### src/verilog/out_gate_pkg.sv
/*
  Shared constants for the channel 3/4 output gate: register offsets,
  field positions, reset values and combination mode codes.
  Assumes a 32-bit APB with one aligned word per register.
*/
package out_gate_pkg;

  localparam int unsigned ADDR_W = 12;
  localparam logic [11:0] OFS_MASTER_ENABLE = 12'h000;
  localparam logic [11:0] OFS_LEVEL_TRIGGER = 12'h004;

  // pin index order used on every six-bit pin vector
  localparam int unsigned PIN_CH3_A = 0;
  localparam int unsigned PIN_CH4_A = 1;
  localparam int unsigned PIN_CH4_B = 2;
  localparam int unsigned PIN_CH3_B = 3;
  localparam int unsigned PIN_CH4_AUX_A = 4;
  localparam int unsigned PIN_CH4_AUX_B = 5;
  localparam int unsigned NUM_PINS = 6;

  // master enable register layout
  localparam logic [7:0] MASTER_ENABLE_RESET = 8'hff;
  localparam logic [7:0] MASTER_ENABLE_RSVD = 8'hc0;
  localparam logic [5:0] ENABLE_ALL = 6'h3f;
  localparam logic [5:0] ENABLE_NONE = 6'h00;

  // level/trigger control register layout
  localparam logic [7:0] LEVEL_TRIGGER_RESET = 8'hff;
  localparam logic [7:0] LEVEL_TRIGGER_RSVD = 8'hec;
  localparam int unsigned BIT_EXT_TRIGGER_DISABLE = 4;
  localparam int unsigned BIT_LEVEL_GROUP_A = 1;
  localparam int unsigned BIT_LEVEL_GROUP_B = 0;

  // combination mode codes {hi, lo}
  localparam logic [1:0] COMBO_COMPLEMENTARY = 2'h2;
  localparam logic [1:0] COMBO_RESET_SYNC = 2'h3;

  // pins inverted by each level select bit
  localparam logic [5:0] GROUP_A_PINS = 6'h07;
  localparam logic [5:0] GROUP_B_PINS = 6'h38;

endpackage : out_gate_pkg

### src/verilog/timer_output_gate_ch34.sv
/*
  Output gate for the six waveform pins of timer channels 3 and 4, with
  the master enable and level/trigger control registers on APB.
  Assumes the channel logic, port logic, capture event, standby and mode
  select all run on MCLK_I; pads resolve level and enable outside.
*/
`timescale 1ns/1ps
module timer_output_gate_ch34 (
  input wire logic MCLK_I, // system clock, 25 MHz
  input wire logic RST_B_I, // asynchronous reset, active low
  input wire logic PSEL_I, // APB select
  input wire logic PENABLE_I, // APB access phase
  input wire logic PWRITE_I, // APB write
  input wire logic [11:0] PADDR_I, // APB byte address
  input wire logic [31:0] PWDATA_I, // APB write data
  output logic [31:0] PRDATA_O, // APB read data
  output logic PREADY_O, // APB ready
  output logic PSLVERR_O, // APB error on unmapped address
  input wire logic STANDBY_I, // standby entry, reloads both registers
  input wire logic CAPTURE_A_CH1_I, // channel 1 input capture A event pulse
  input wire logic COMBINATION_MODE_HI_I, // combination mode select high bit
  input wire logic COMBINATION_MODE_LO_I, // combination mode select low bit
  input wire logic [5:0] TIMER_LEVEL_I, // channel waveform levels per pin
  input wire logic [5:0] TIMER_OE_I, // channel settings make pin an output
  input wire logic [5:0] GPIO_LEVEL_I, // port logic levels per pin
  input wire logic [5:0] GPIO_OE_I, // port logic drive enables per pin
  output logic [5:0] PIN_LEVEL_O, // pad output levels
  output logic [5:0] PIN_OE_O // pad output enables, high while driving
);

  typedef struct packed {
    logic [5:0] enable;
    logic ext_trigger_disable;
    logic level_select_group_a;
    logic level_select_group_b;
    logic [31:0] prdata;
    logic pready;
    logic pslverr;
    logic [5:0] pin_level;
    logic [5:0] pin_oe;
  } gate_state_t;

  gate_state_t state;
  gate_state_t next_state;

  logic setup;
  logic hit_enable;
  logic hit_control;
  logic unmapped;
  logic access_done;
  logic combo_mode;
  logic trigger;
  logic [5:0] invert;
  logic [5:0] mux_level;
  logic [5:0] mux_oe;
  logic [7:0] enable_read;
  logic [7:0] control_read;

  ////////////////////////////////////////////////////////////////////////////
  // bus decode and register views

  apb_word_decode u_decode (
    .psel_i(PSEL_I),
    .penable_i(PENABLE_I),
    .pwrite_i(PWRITE_I),
    .paddr_i(PADDR_I),
    .setup_o(setup),
    .hit_enable_o(hit_enable),
    .hit_control_o(hit_control),
    .unmapped_o(unmapped)
  );

  assign access_done = PSEL_I && PENABLE_I && state.pready;
  assign combo_mode = ({COMBINATION_MODE_HI_I, COMBINATION_MODE_LO_I}
                       == out_gate_pkg::COMBO_COMPLEMENTARY)
                   || ({COMBINATION_MODE_HI_I, COMBINATION_MODE_LO_I}
                       == out_gate_pkg::COMBO_RESET_SYNC);
  assign trigger = CAPTURE_A_CH1_I && combo_mode && !state.ext_trigger_disable;

  // reserved bits are forced to one on read, never stored
  assign enable_read = out_gate_pkg::MASTER_ENABLE_RSVD | {2'h0, state.enable};
  assign control_read = out_gate_pkg::LEVEL_TRIGGER_RSVD
    | {3'h0, state.ext_trigger_disable, 2'h0,
       state.level_select_group_a, state.level_select_group_b};

  // inversion is only honoured in the combination modes
  assign invert = combo_mode ?
    (({6{!state.level_select_group_a}} & out_gate_pkg::GROUP_A_PINS)
    | ({6{!state.level_select_group_b}} & out_gate_pkg::GROUP_B_PINS)) : 6'h00;

  ////////////////////////////////////////////////////////////////////////////
  // per-pin selection

  genvar g;
  generate
    for (g = 0; g < 6; g++) begin : g_pin
      pin_output_mux u_mux (
        .enable_i(state.enable[g]),
        .invert_i(invert[g]),
        .timer_level_i(TIMER_LEVEL_I[g]),
        .timer_oe_i(TIMER_OE_I[g]),
        .gpio_level_i(GPIO_LEVEL_I[g]),
        .gpio_oe_i(GPIO_OE_I[g]),
        .level_o(mux_level[g]),
        .oe_o(mux_oe[g])
      );
    end
  endgenerate

  ////////////////////////////////////////////////////////////////////////////
  // next state

  always_comb begin
    next_state = state;
    next_state.pin_level = mux_level;
    next_state.pin_oe = mux_oe;
    // zero wait states: ready rises for the access phase after each setup
    next_state.pready = setup;
    next_state.pslverr = setup && unmapped;
    if (setup) begin
      if (PWRITE_I || unmapped) begin
        next_state.prdata = 32'h0000_0000;
      end else if (hit_enable) begin
        next_state.prdata = {24'h00_0000, enable_read};
      end else begin
        next_state.prdata = {24'h00_0000, control_read};
      end
    end else if (access_done) begin
      next_state.prdata = 32'h0000_0000;
    end
    if (access_done && PWRITE_I) begin
      if (hit_enable) begin
        next_state.enable = PWDATA_I[5:0];
      end else if (hit_control) begin
        next_state.ext_trigger_disable = PWDATA_I[out_gate_pkg::BIT_EXT_TRIGGER_DISABLE];
        next_state.level_select_group_a = PWDATA_I[out_gate_pkg::BIT_LEVEL_GROUP_A];
        next_state.level_select_group_b = PWDATA_I[out_gate_pkg::BIT_LEVEL_GROUP_B];
      end
    end
    // the trigger beats a simultaneous software write so no event is lost
    if (trigger) begin
      next_state.enable = out_gate_pkg::ENABLE_NONE;
    end
    if (STANDBY_I) begin
      next_state.enable = out_gate_pkg::MASTER_ENABLE_RESET[5:0];
      next_state.ext_trigger_disable =
        out_gate_pkg::LEVEL_TRIGGER_RESET[out_gate_pkg::BIT_EXT_TRIGGER_DISABLE];
      next_state.level_select_group_a =
        out_gate_pkg::LEVEL_TRIGGER_RESET[out_gate_pkg::BIT_LEVEL_GROUP_A];
      next_state.level_select_group_b =
        out_gate_pkg::LEVEL_TRIGGER_RESET[out_gate_pkg::BIT_LEVEL_GROUP_B];
    end
  end

  always_ff @(posedge MCLK_I or negedge RST_B_I) begin
    if (!RST_B_I) begin
      state.enable <= out_gate_pkg::MASTER_ENABLE_RESET[5:0];
      state.ext_trigger_disable <= 1'b1;
      state.level_select_group_a <= 1'b1;
      state.level_select_group_b <= 1'b1;
      state.prdata <= 32'h0000_0000;
      state.pready <= 1'b0;
      state.pslverr <= 1'b0;
      state.pin_level <= 6'h00;
      state.pin_oe <= 6'h00;
    end else begin
      state <= next_state;
    end
  end

  assign PRDATA_O = state.prdata;
  assign PREADY_O = state.pready;
  assign PSLVERR_O = state.pslverr;
  assign PIN_LEVEL_O = state.pin_level;
  assign PIN_OE_O = state.pin_oe;

  // pins 0 to 2 follow the group A select, pins 3 to 5 the group B select
  function automatic logic in_group_a(input int unsigned pin);
    in_group_a = (pin == out_gate_pkg::PIN_CH3_A) || (pin == out_gate_pkg::PIN_CH4_A)
      || (pin == out_gate_pkg::PIN_CH4_B);
  endfunction : in_group_a

  generate
    for (g = 0; g < 6; g++) begin : g_chk

    end
  endgenerate
endmodule : timer_output_gate_ch34

### src/verilog/apb_word_decode.sv
/*
  Combinational APB decode for a zero-wait-state slave.
  Assumes psel, penable, pwrite and paddr come from the same clock domain.
*/
`timescale 1ns/1ps
module apb_word_decode (
  input wire logic psel_i, // slave selected
  input wire logic penable_i, // access phase
  input wire logic pwrite_i, // write direction
  input wire logic [11:0] paddr_i, // byte address
  output logic setup_o, // setup cycle in progress
  output logic hit_enable_o, // address is the master enable register
  output logic hit_control_o, // address is the level/trigger control register
  output logic unmapped_o // address decodes to nothing
);

  function automatic logic addr_is(input logic [11:0] a, input logic [11:0] ofs);
    addr_is = (a == ofs);
  endfunction : addr_is

  always_comb begin
    setup_o = psel_i && !penable_i;
    hit_enable_o = 1'b0;
    hit_control_o = 1'b0;
    unmapped_o = 1'b0;
    if (addr_is(paddr_i, out_gate_pkg::OFS_MASTER_ENABLE)) begin
      hit_enable_o = 1'b1;
    end else if (addr_is(paddr_i, out_gate_pkg::OFS_LEVEL_TRIGGER)) begin
      hit_control_o = 1'b1;
    end else begin
      unmapped_o = 1'b1;
    end
  end

endmodule : apb_word_decode

### src/verilog/pin_output_mux.sv
/*
  One pin's output selection: timer waveform with optional inversion when
  the master enable is set, general-purpose port drive otherwise.
  Assumes all inputs are on the system clock; the caller registers the result.
*/
`timescale 1ns/1ps
module pin_output_mux (
  input wire logic enable_i, // master enable for this pin
  input wire logic invert_i, // invert timer level
  input wire logic timer_level_i, // level from channel logic
  input wire logic timer_oe_i, // channel settings make this an output
  input wire logic gpio_level_i, // level from port logic
  input wire logic gpio_oe_i, // port logic drives the pin
  output logic level_o, // selected level
  output logic oe_o // selected output enable
);

  always_comb begin
    if (enable_i) begin
      level_o = timer_level_i ^ invert_i;
      oe_o = timer_oe_i;
    end else begin
      level_o = gpio_level_i;
      oe_o = gpio_oe_i;
    end
  end

endmodule : pin_output_mux

### config.mk
export PLATFORM = sky130hd
export DESIGN_NAME = timer_output_gate_ch34
export DESIGN_NICKNAME = d
export VERILOG_FILES = /design/src/verilog/out_gate_pkg.sv /design/src/verilog/timer_output_gate_ch34.sv /design/src/verilog/apb_word_decode.sv /design/src/verilog/pin_output_mux.sv
export SDC_FILE = /design/constraint.sdc
export NUM_CORES = 1
export LEC_CHECK = 0
export BUFFER_PORTS_ARGS = -buffer_cell sky130_fd_sc_hd__buf_2
export CORE_AREA = 2 2 84 54
export CTS_CLUSTER_SIZE = 16
export DETAILED_ROUTE_END_ITERATION = 7
export DIE_AREA = 0 0 86 56
export HOLD_SLACK_MARGIN = 0.1
export PLACE_DENSITY = 0.88
export REMOVE_ABC_BUFFERS = 1
export SYNTH_ARGS = -nofsm -noshare
export SYNTH_HDL_FRONTEND = slang
export SYNTH_SLANG_ARGS = --single-unit
export TNS_END_PERCENT = 30
### constraint.sdc
create_clock -name MCLK_I -period 2.1 [get_ports MCLK_I]
set_input_delay 0.105 -clock MCLK_I [delete_from_list [all_inputs] [get_ports MCLK_I]]
set_output_delay 0.105 -clock MCLK_I [all_outputs]
set_load 0.05 [all_outputs]
==> results of run 1 <==
## stage by stage
step	cells	utilization [%]	area, um^2	setup slack [ns]	power, mW
final	293	54.0	2150	0.498	1.35
after global routing	293	54.0	2150	0.403	1.42
after CTS	292	53.8	2140	0.511	1.37
after detailed placement	262	46.0	1830	0.228	0.857
after global placement	262	46.0	1830	0.250	0.855
after floorplan	140	-	1410	0.321	0.777
## routing by layer
layer  part of all wire (%)  routed length [um]  vias up
li1                       -                   -      628
met1                     42                1530      601
met2                     48                1730       61
met3                    8.4                 303        5
met4                   0.94                  34        0
met5                      0                   0        -
## cells in the mapped netlist
cell type,number
nand4_1,1
mux2i_1,12
nor2b_1,2
dfrtp_1,21
buf_2,1
o21bai_1,6
a21oi_1,6
inv_1,3
o21ai_1,1
nand2_1,10
o21ai_0,6
clkbuf_1,2
nand2b_1,1
and2_0,1
buf_4,25
dfstp_2,9
or3_1,1
nor2_1,16
buf_6,1
mux2_2,6
xnor2_1,6
conb_1,1
nor3_1,1
nor3b_1,3
or4_1,4
## worst max-delay path, stage by stage, from the launching register on
cell and delay (ns):
dfstp_2 0.58, mux2_2 0.34, dlygate4sd3_1 0.56
## state kept, by name (all words and copies together), names as in the netlist
register      cells
PRDATA_O          7
PIN_LEVEL_O       6
PIN_OE_O          6
enable_read       6
control_read      3
PREADY_O          1
PSLVERR_O         1
## cell families after synthesis
group / after synthesis / share of synthesized area (%)
AOI/OAI and AO/OA: 19 / 7.19
xor gates and xnor gates: 6 / 3.43
buffers and inverters: 32 / 14.5
DFF: 30 / 49.8
muxes: 18 / 12.3
other: 1 / 0.245
and+or+nand+nor: 40 / 12.6
## worst min path at each step
stage,cells past startpoint,end,slack (ns),start
finish,3,PREADY_O$_DFF_PN0_,0.11,PSEL_I
global route,3,PIN_LEVEL_O[2]$_DFF_PN0_,0.12,TIMER_LEVEL_I[2]
CTS,3,enable_read[2]$_DFFE_PN1P_,0.10,PWDATA_I[2]
detailed placement,1,PIN_LEVEL_O[4]$_DFF_PN0_,0.18,RST_B_I
global placement,1,PIN_OE_O[2]$_DFF_PN0_,0.18,RST_B_I
floorplan,0,PIN_LEVEL_O[0]$_DFF_PN0_,-0.19,RST_B_I
## what timing repair did
item                                    in CTS  in global routing
gates resized for setup                      0                  0
endpoints found under the hold margin       36                  1
endpoints found under the setup margin       0                  0
hold buffers                                22                  1
## cell type report
| class | instances | area (um^2) | area share [%] |
|---|---|---|---|
| timing repair buffer | 95 | 593 | 27.5 |
| tap | 50 | 62.6 | 2.91 |
| clock inverter | 1 | 5.00 | 0.232 |
| multi-input combinational | 107 | 633 | 29.4 |
| clock buffer | 7 | 86.3 | 4.01 |
| inverter | 3 | 11.3 | 0.523 |
| sequential | 30 | 762 | 35.4 |
## power by group through the flow
stage          clock network [mW]  registers, mW  logic, mW
2_1_floorplan                   0          0.658      0.118
3_3_place_gp                    0          0.606      0.249
5_1_grt                     0.522          0.597      0.304
6_report                    0.471          0.597      0.286
4_1_cts                     0.486          0.596      0.283
3_5_place_dp                    0          0.606      0.251
## layout by cell type (no fill, tap or decap)
| master | count |
|---|---|
| a21oi_1 | 6 |
| and2_0 | 1 |
| buf_2 | 71 |
| buf_4 | 1 |
| clkbuf_1 | 1 |
| clkbuf_8 | 6 |
| clkinv_2 | 1 |
| conb_1 | 24 |
| dfrtp_1 | 21 |
| dfstp_2 | 9 |
| dlygate4sd3_1 | 23 |
| inv_1 | 3 |
| mux2_2 | 6 |
| mux2i_1 | 12 |
| nand2_1 | 10 |
| nand2b_1 | 1 |
| nand4_1 | 1 |
| nor2_1 | 16 |
| nor2b_1 | 2 |
| nor3_1 | 1 |
| nor3b_1 | 3 |
| o21ai_0 | 6 |
| o21ai_1 | 1 |
| o21bai_1 | 6 |
| or3_1 | 1 |
| or4_1 | 4 |
| xnor2_1 | 6 |
==> metrics.txt, run 1 <==
status=finished, final reports clean; Leakage=1.13 nW; Pint=0.944 mW; Crit Path Class=reg -> reg; switching power=0.410 mW; Die H=56 um; Via density=4.42; post-synthesis area per instance=10.5 um^2; Vias=1295; Clk pin slew, worst setup/hold paths=0.06 ns; # nets final=319; switching fraction of total power=30.3%; 1st-iter DRT viols=46; count of pins over their slew limit=0; Initial Util=38.4%; WL/cell=12.3 um; Clock Path Buffers=2; area grow syn2layout=40.6%; Ys Warns=0; CP Launch Point=enable_read[5]$_DFFE_PN1P_; IO Count=123; clock root cell=clkbuf_8; GRT overflow=0; busiest metal layer after global routing=met2; global-route wire length before repair=5600 um; met3 usage=5.34%; Placeable Area=3990 um^2; Worst R2R Path Depth=2; post-route setup TNS=0 ns; DIE AREA=4820 um^2; Worst Path Required=2.26 ns; Fin Clk Skew=0.00458 ns; RSZ-0062 raised after global routing=false; Setup Fix Bufs, Post-CTS=0; initial antenna violation count=0; Filler cells=363; clock group share of total power=34.8%; H-tree levels=2; termination of the worst setup path=PIN_OE_O[5]$_DFF_PN0_; R2R Path End=PIN_OE_O[5]$_DFF_PN0_; ANT cells=0; r2r startpoint=enable_read[5]$_DFFE_PN1P_; fin crit period=1.60 ns; worst-path fanout max=5; hpwl dp=2590 um; Yosys reg bits=30; maximum capacitance violations=0; met1 usage=17.2%; hold slack=0.110 ns; post-synth cell types=25; crit share post-route=76.3%; register share of total power=44.1%; Critical Path AT=1.76 ns; layout cells sized above 1=38.7%; CTS tree=done; Synth area leaders=dfrtp_1 (34%), dfstp_2 (15%), buf_4 (12%); post-route ant nets=0; type of the worst min-delay path=in -> reg; DRC violations left=0; largest net degree at the start of global routing=31; die width=86 um; share of the synthesized area in the top cell type=34.3%; cell row count=18; Worst setup EP type=flop; Power Dens Cells=629 nW/um^2; area of the mapped netlist=1530 um^2; IO Port Bufs=71; post-synthesis sequential area ratio=49.8%; final wirelength=3600 um; First-pass DRT Iterations=4; CP startpoint kind=flop; Slew Limit Headroom=55.1%; final hold vios=0; total track usage=15.1%; vias in the first global route=1239; Post-Syn Instances=146; cell type with the largest total area after synthesis=dfrtp_1; Worst-Margin Slew=0.673 ns; reg-to-reg slack, setup=0.50 ns; Setup-failing EPs final=0; RePlAce Congestion=0.816; grt met2 use=26.4%; combinational power share=21.1%; total CTS buffers=5; total clock sinks=30; clock latency on the worst-skew pair=0.28 ns; Max Clk Rate=624 MHz; Max IR drop VDD=0.319 mV
No activity file was read; power rests on OpenSTA's default activity.
==> inputs of run 2 (changes only) <==
- CORE_AREA: 2 2 84 54 -> 2 2 89 57
- DIE_AREA: 0 0 86 56 -> 0 0 91 59
- PLACE_DENSITY: 0.88 -> 0.84
- clock period: 2.1 -> 1.4 ns (I/O delays scaled with it)
==> run 2 against run 1 <==
Compared with the run above: the flow now finishes with violations (setup timing); hold slack got worse by 0.0025 ns; setup slack got worse by 0.51 ns; sequential power increased by 50%; final area increased by 9.3%; count of clock-buffer cells in the layout decreased by 1; wire length increased by 7.0%; clock power increased by 130%; die area increased by 11%; highest routed layer unchanged.
==> metrics.txt, run 2 (synthesis results as in run 1) <==
status=complete, but fails checks (was finished, final reports clean); failing checks=setup timing; count of pins over their slew limit=0 (unchanged); top layer in use=met4 (unchanged); DP Cell Count=280 (was 262); Worst setup EP type=flop (unchanged); WL/cell=12.1 um (was 12.3 um); DRC violations left=0 (unchanged); Setup Fix Bufs, Post-CTS=0 (unchanged); 1st-iter DRT viols=47 (was 46); utilization after layout=52.7% (was 54.0%); Power Dens Cells=1040 nW/um^2 (was 629 nW/um^2); IO Port Bufs=71 (unchanged); Slew Limit Headroom=53.5% (was 55.1%); dpl ws=-0.374 ns (was 0.228 ns); Crit Path Class=in -> reg (was reg -> reg); vias in the first global route=1254 (was 1239); final hold vios=0 (unchanged); Critical Path AT=1.62 ns (was 1.76 ns); clock root cell=clkbuf_8 (unchanged); CP startpoint kind=input port (was flop); Leakage=1.22 nW (was 1.13 nW); Worst R2R Path Depth=4 (was 2); post-route cell area=2350 um^2 (was 2150 um^2); global-route wire length before repair=6010 um (was 5600 um); max FFs per register=7 (unchanged); Clock Path Buffers=2 (unchanged); Setup-failing EPs final=2 (was 0); Final Power=2.44 mW (was 1.35 mW); total track usage=14.7% (was 15.1%); Clk pin slew, worst setup/hold paths=0.07 ns (was 0.06 ns); type of the worst min-delay path=in -> reg (unchanged); hpwl dp=2720 um (was 2590 um); fin crit period=1.41 ns; # nets final=331 (was 319); Die H=59 um (was 56 um); ANT cells=0 (unchanged); met3 wire len=262 um (was 303 um); commonest non-fill, non-tap cells in the layout=buf_2 (70), dlygate4sd3_1 (31), conb_1 (24) (was buf_2 (71), conb_1 (24), dlygate4sd3_1 (23)); layout cells sized above 1=40.4% (was 38.7%); total clock sinks=30 (unchanged); First-pass DRT Iterations=4 (unchanged); Via density=4.19 (was 4.42); H-tree levels=2 (unchanged); initial antenna violation count=0 (unchanged); die width=91 um (was 86 um); Max Clk Rate=709 MHz; Worst-Margin Slew=0.698 ns (was 0.673 ns); termination of the worst setup path=enable_read[5]$_DFFE_PN1P_ (was PIN_OE_O[5]$_DFF_PN0_); Vias=1334 (was 1295); most common cell after layout, fill and taps aside=buf_2 (unchanged); Fin Clk Skew=0.00995 ns (was 0.00458 ns); Post-Route M1 WL=1740 um (was 1530 um); Worst Path Required=1.61 ns (was 2.26 ns); CP Launch Point=PADDR_I[10] (was enable_read[5]$_DFFE_PN1P_); Filler cells=431 (was 363); largest net degree at the start of global routing=31 (unchanged); IO Count=123 (unchanged); RSZ-0062 raised after global routing=true (was false); area grow syn2layout=53.7% (was 40.6%); Placeable Area=4470 um^2 (was 3990 um^2); Placed Area=1890 um^2 (was 1830 um^2); RePlAce Congestion=0.668 (was 0.816); Routed met2 length=1840 um (was 1730 um); R2R Path End=enable_read[5]$_DFFE_PN1P_ (was PIN_OE_O[5]$_DFF_PN0_); worst-path fanout max=6 (was 5); crit share post-route=101%; hold slack=0.108 ns (was 0.110 ns); Max IR drop VDD=0.626 mV (was 0.319 mV); final wirelength=3860 um (was 3600 um); CTS tree=done (unchanged); maximum capacitance violations=0 (unchanged); Final WS setup=-0.0102 ns (was 0.498 ns); Finished Layout Cells=318 (was 293); post-route ant nets=0 (unchanged); cell row count=19 (was 18); DIE AREA=5370 um^2 (was 4820 um^2); reg-to-reg slack, setup=0.04 ns (was 0.50 ns); post-route setup TNS=-0.0139 ns (was 0 ns); Initial Util=34.3% (was 38.4%); GRT overflow=0 (unchanged); total CTS buffers=5 (unchanged); r2r startpoint=PREADY_O$_DFF_PN0_ (was enable_read[5]$_DFFE_PN1P_); clock latency on the worst-skew pair=0.28 ns (about the same)
==> run 2: cell types whose count changed in the layout (fill, tap and decap cells not counted), sizes merged <==
cell         delta
bufinv          +2
buf             +4
clkbuf          -1
clkinv          -1
dlygate4sd3     +8
==> run 2: area by class of cell <==
class	instances	area, um^2	share of cell area, %
clock buffers	6	82.6	3.51
inverters	3	11.3	0.478
multi-input cells	107	649	27.6
well taps	63	78.8	3.35
clock inverters	2	60.1	2.55
flip-flops and latches	30	762	32.4
repair buffers	107	709	30.1
==> run 2: how the worst min path moves through the flow <==
stage                start                    endpoint  cells after the start
3_3_place_gp       RST_B_I       PIN_OE_O[2]$_DFF_PN0_                      1
2_1_floorplan      RST_B_I    PIN_LEVEL_O[0]$_DFF_PN0_                      0
5_1_grt          PENABLE_I          PREADY_O$_DFF_PN0_                      3
3_5_place_dp       RST_B_I       PIN_OE_O[2]$_DFF_PN0_                      1
6_report         PENABLE_I          PREADY_O$_DFF_PN0_                      3
4_1_cts        PWDATA_I[5]  enable_read[5]$_DFFE_PN1P_                      3
==> run 2: repair_timing <==
item / in CTS / in global routing
pin swaps: 2 / 1
setup endpoints to repair: 6 / 14
hold endpoints to repair: 42 / 0
hold buffers: 31 / 0
resized for setup: 5 / 1
==> run 2: power breakdown <==
part           switching (mW)  leakage [nW]  total, mW  internal, mW
clock network           0.331        0.0714       1.09         0.759
registers             0.00516         0.358      0.894         0.889
logic                   0.306         0.788      0.458         0.152
==> run 2: per-layer routing <==
layer	global-route usage, %	vias up
li1	-	650
met1	18.6	630
met2	24.8	52
met3	4.71	2
met4	3.90	0
met5	0	-
==> run 2: critical path, stage by stage <==
cell and delay (ns):
buf_6 0.09, or4_4 0.53, or4_4 0.63, mux2i_1 0.16
o21bai_1 0.14
==> inputs of run 3 (changes only) <==
- CTS_BUF_LIST: not set -> sky130_fd_sc_hd__clkbuf_16
- PLACE_DENSITY: 0.84 -> 0.85
- SYNTH_HIERARCHICAL: not set -> 1
==> run 3 against run 2 <==
Compared with the run above: critical endpoint is now control_read[4]$_DFFE_PN1P_; sequential share of layout area shrank 0.85 points; clock skew decreased by 0.0054 ns; clock power is 11% lower; highest routed layer unchanged; largest power group unchanged; synthesized area rose by 3.0%; critical path type unchanged; the flow now finishes without violations.
==> metrics.txt, run 3 <==
area of the mapped netlist=1580 um^2 (was 1530 um^2); switching fraction of total power=28.0% (was 26.3%); Slew Limit Headroom=55.4% (was 53.5%); largest net degree at the start of global routing=31 (unchanged); Synth area leaders=dfrtp_1 (33%), dfstp_2 (15%), buf_4 (12%) (was dfrtp_1 (34%), dfstp_2 (15%), buf_4 (12%)); final wirelength=4160 um (was 3860 um); worst-path fanout max=6 (unchanged); Initial Util=35.3% (was 34.3%); register share of total power=38.5% (was 36.6%); DIE AREA=5370 um^2 (unchanged); DRC violations left=0 (unchanged); clock group share of total power=41.7% (was 44.6%); Worst setup EP type=flop (unchanged); post-synthesis compound-gate area fraction=10.6% (was 7.19%); commonest non-fill, non-tap cells in the layout=buf_2 (70), dlygate4sd3_1 (31), conb_1 (24) (unchanged); crit share post-route=99.6% (was 101%); Async S/R FF share, synth=100% (unchanged); IO Count=123 (unchanged); worst path cell trace=buf_6, or4_4, nor4b_4, and2b_2, a311o_1 (was buf_6, or4_4, or4_4, mux2i_1, o21bai_1); Placeable Area=4470 um^2 (unchanged); count of pins over their slew limit=0 (unchanged); die width=91 um (unchanged); Crit path buffers/inverters=1 (unchanged); Worst Path Required=1.59 ns (was 1.61 ns); layout cells sized above 1=43.3% (was 40.4%); dpl ws=-0.352 ns (was -0.374 ns); ANT cells=0 (unchanged); register area=762 um^2 (unchanged); area of the multi-input gates=734 um^2 (was 649 um^2); Most used DFF post-synth=dfrtp_1 (unchanged); main combinational cell family by area after synthesis=simple AND/OR/NAND/NOR gates (was buffers and inverters); vias in the first global route=1401 (was 1254); type of the worst min-delay path=in -> reg (unchanged); RSZ-0062 raised after global routing=true (unchanged); Worst-Margin Slew=0.670 ns (was 0.698 ns); First-pass DRT Iterations=4 (unchanged); Final Power=2.33 mW (was 2.44 mW); post-route ant nets=0 (unchanged); Filler cells=406 (was 431); Clock Path Buffers=2 (unchanged); Synth Area in XOR/XNOR=3.33% (was 3.43%); top cells by count, synth=buf_4 (25), dfrtp_1 (21), nand2_1 (15) (was buf_4 (25), dfrtp_1 (21), nor2_1 (16)); Post-Syn Instances=147 (was 146); total CTS buffers=5 (unchanged); switching power=0.652 mW (was 0.643 mW); WL/cell=13.1 um (was 12.1 um); post-route setup TNS=0 ns (was -0.0139 ns); Finished Layout Cells=317 (was 318); RePlAce Congestion=0.786 (was 0.668); share of the synthesized area in the top cell type=33.3% (was 34.3%); largest stage delay on the critical path=0.56 ns (was 0.63 ns); clock latency on the worst-skew pair=0.27 ns (was 0.28 ns); Max stage delay cell, worst path=or4_4 (unchanged); area grow syn2layout=53.2% (was 53.7%); fin crit period=1.39 ns (was 1.41 ns); Fin Clk Skew=0.00452 ns (was 0.00995 ns); Clk pin slew, worst setup/hold paths=0.05 ns (was 0.07 ns); total clock sinks=30 (unchanged); Pint=1.68 mW (was 1.80 mW); post-synthesis area per instance=10.7 um^2 (was 10.5 um^2); most common cell after layout, fill and taps aside=buf_2 (unchanged); total track usage=16.4% (was 14.7%); hold slack=0.103 ns (was 0.108 ns); count leader, synth=buf_4 (unchanged); GRT overflow=0 (unchanged); H-tree levels=2 (unchanged); Yosys reg bits=30 (unchanged); CP startpoint kind=input port (unchanged); Ys Warns=6 (was 0); Via density=4.40 (was 4.19); Critical Path AT=1.59 ns (was 1.62 ns); cell type with the largest total area after synthesis=dfrtp_1 (unchanged); Synth Area in Simple Gates=16.2% (was 12.6%); Setup-failing EPs final=0 (was 2); final hold vios=0 (unchanged); Placed Area=1910 um^2 (was 1890 um^2); Die H=59 um (unchanged); max FFs per register=7 (unchanged); hpwl dp=2800 um (was 2720 um); initial antenna violation count=0 (unchanged); # nets final=331 (unchanged); Crit path max-delay family=simple AND/OR/NAND/NOR gates (unchanged); IO Port Bufs=71 (unchanged); global-route wire length before repair=6690 um (was 6010 um); status=finished, final reports clean (was complete, but fails checks); post-route cell area=2420 um^2 (was 2350 um^2); Max Clk Rate=717 MHz (was 709 MHz); Crit Path Class=in -> reg (unchanged); mux share of post-synthesis cell area=7.61% (was 12.3%); Post-Synth Adder-Cell Area=0% (unchanged); maximum capacitance violations=0 (unchanged); Vias=1394 (was 1334); Max IR drop VDD=0.382 mV (was 0.626 mV); post-synth cell types=33 (was 25); Post-synth EDFFs=0 (unchanged); cell row count=19 (unchanged); 1st-iter DRT viols=28 (was 47); DP Cell Count=278 (was 280); utilization after layout=54.1% (was 52.7%); Power Dens Cells=964 nW/um^2 (was 1040 nW/um^2); Leakage=1.21 nW (was 1.22 nW); combinational power share=19.8% (was 18.8%); post-synthesis sequential area ratio=48.3% (was 49.8%); CTS tree=done (unchanged); Final WS setup=0.00583 ns (was -0.0102 ns); clock root cell=clkbuf_16 (was clkbuf_8)
[run 3: cell types whose count changed after synthesis, moves of 5 or more]
cell and delta:
o211ai_1 +6, nor2_1 -9, nand4_1 +5, o21bai_1 -6, mux2_4 +6, mux2_2 -6, mux2i_1 -9, nand2_1 +5
[run 3: tightest hold or removal path, cell delays in order]
cell     delay (ns)
buf_2          0.09
xnor2_1        0.11
a21oi_1        0.06
[run 3: power groups by stage]
stage	Sequential (mW)	Combinational [mW]	Clock [mW]
after global routing	0.897	0.488	1.04
after floorplan	0.988	0.180	0
after CTS	0.897	0.454	0.995
final	0.897	0.462	0.971
after global placement	0.909	0.381	0
after detailed placement	0.910	0.384	0
[run 3: path summary, 6_finish.rpt]
check | start | to | slack (ns) | depth (start not counted)
worst min register to register | PRDATA_O[4]$_DFFE_PN0P_ | PRDATA_O[4]$_DFFE_PN0P_ | 0.47 | 2
worst max register to register | control_read[4]$_DFFE_PN1P_ | enable_read[1]$_DFFE_PN1P_ | 0.11 | 3
min in group asynchronous | RST_B_I | PIN_LEVEL_O[5]$_DFF_PN0_ | 0.38 | 2
worst min-delay path | TIMER_LEVEL_I[4] | PIN_LEVEL_O[4]$_DFF_PN0_ | 0.10 | 3
worst max-delay path | PADDR_I[10] | control_read[4]$_DFFE_PN1P_ | 0.006 | 5
max in group asynchronous | RST_B_I | PIN_OE_O[4]$_DFF_PN0_ | 0.58 | 2
[run 3: what timing repair did]
| action | in CTS | in global routing |
|---|---|---|
| pin swaps | 5 | 7 |
| endpoints found under the hold margin | 43 | 0 |
| setup buffers | 0 | 1 |
| hold buffers | 31 | 0 |
| setup endpoints to repair | 15 | 15 |
| gates resized for setup | 3 | 18 |
[run 3: layout make-up]
cell class | instances | share of cell area [%]
tap | 63 | 3.26
timing repair buffer | 106 | 29.2
multi-input combinational | 110 | 30.4
sequential | 30 | 31.5
clock inverter | 2 | 0.311
inverter | 1 | 0.155
clock buffer | 5 | 5.18
[run 3: kinds of logic after synthesis]
logic type	after synthesis
compound gates	25
other cells	1
mux	9
buf+inv	30
simple gates	46
xor+xnor	6
flops	30
[run 3: routing by layer]
layer | global-route usage (%) | routed length [um]
met1 | 20.6 | 1910
met4 | 5.84 | 23
met3 | 4.33 | 330
met5 | 0 | 0
met2 | 27.8 | 1900
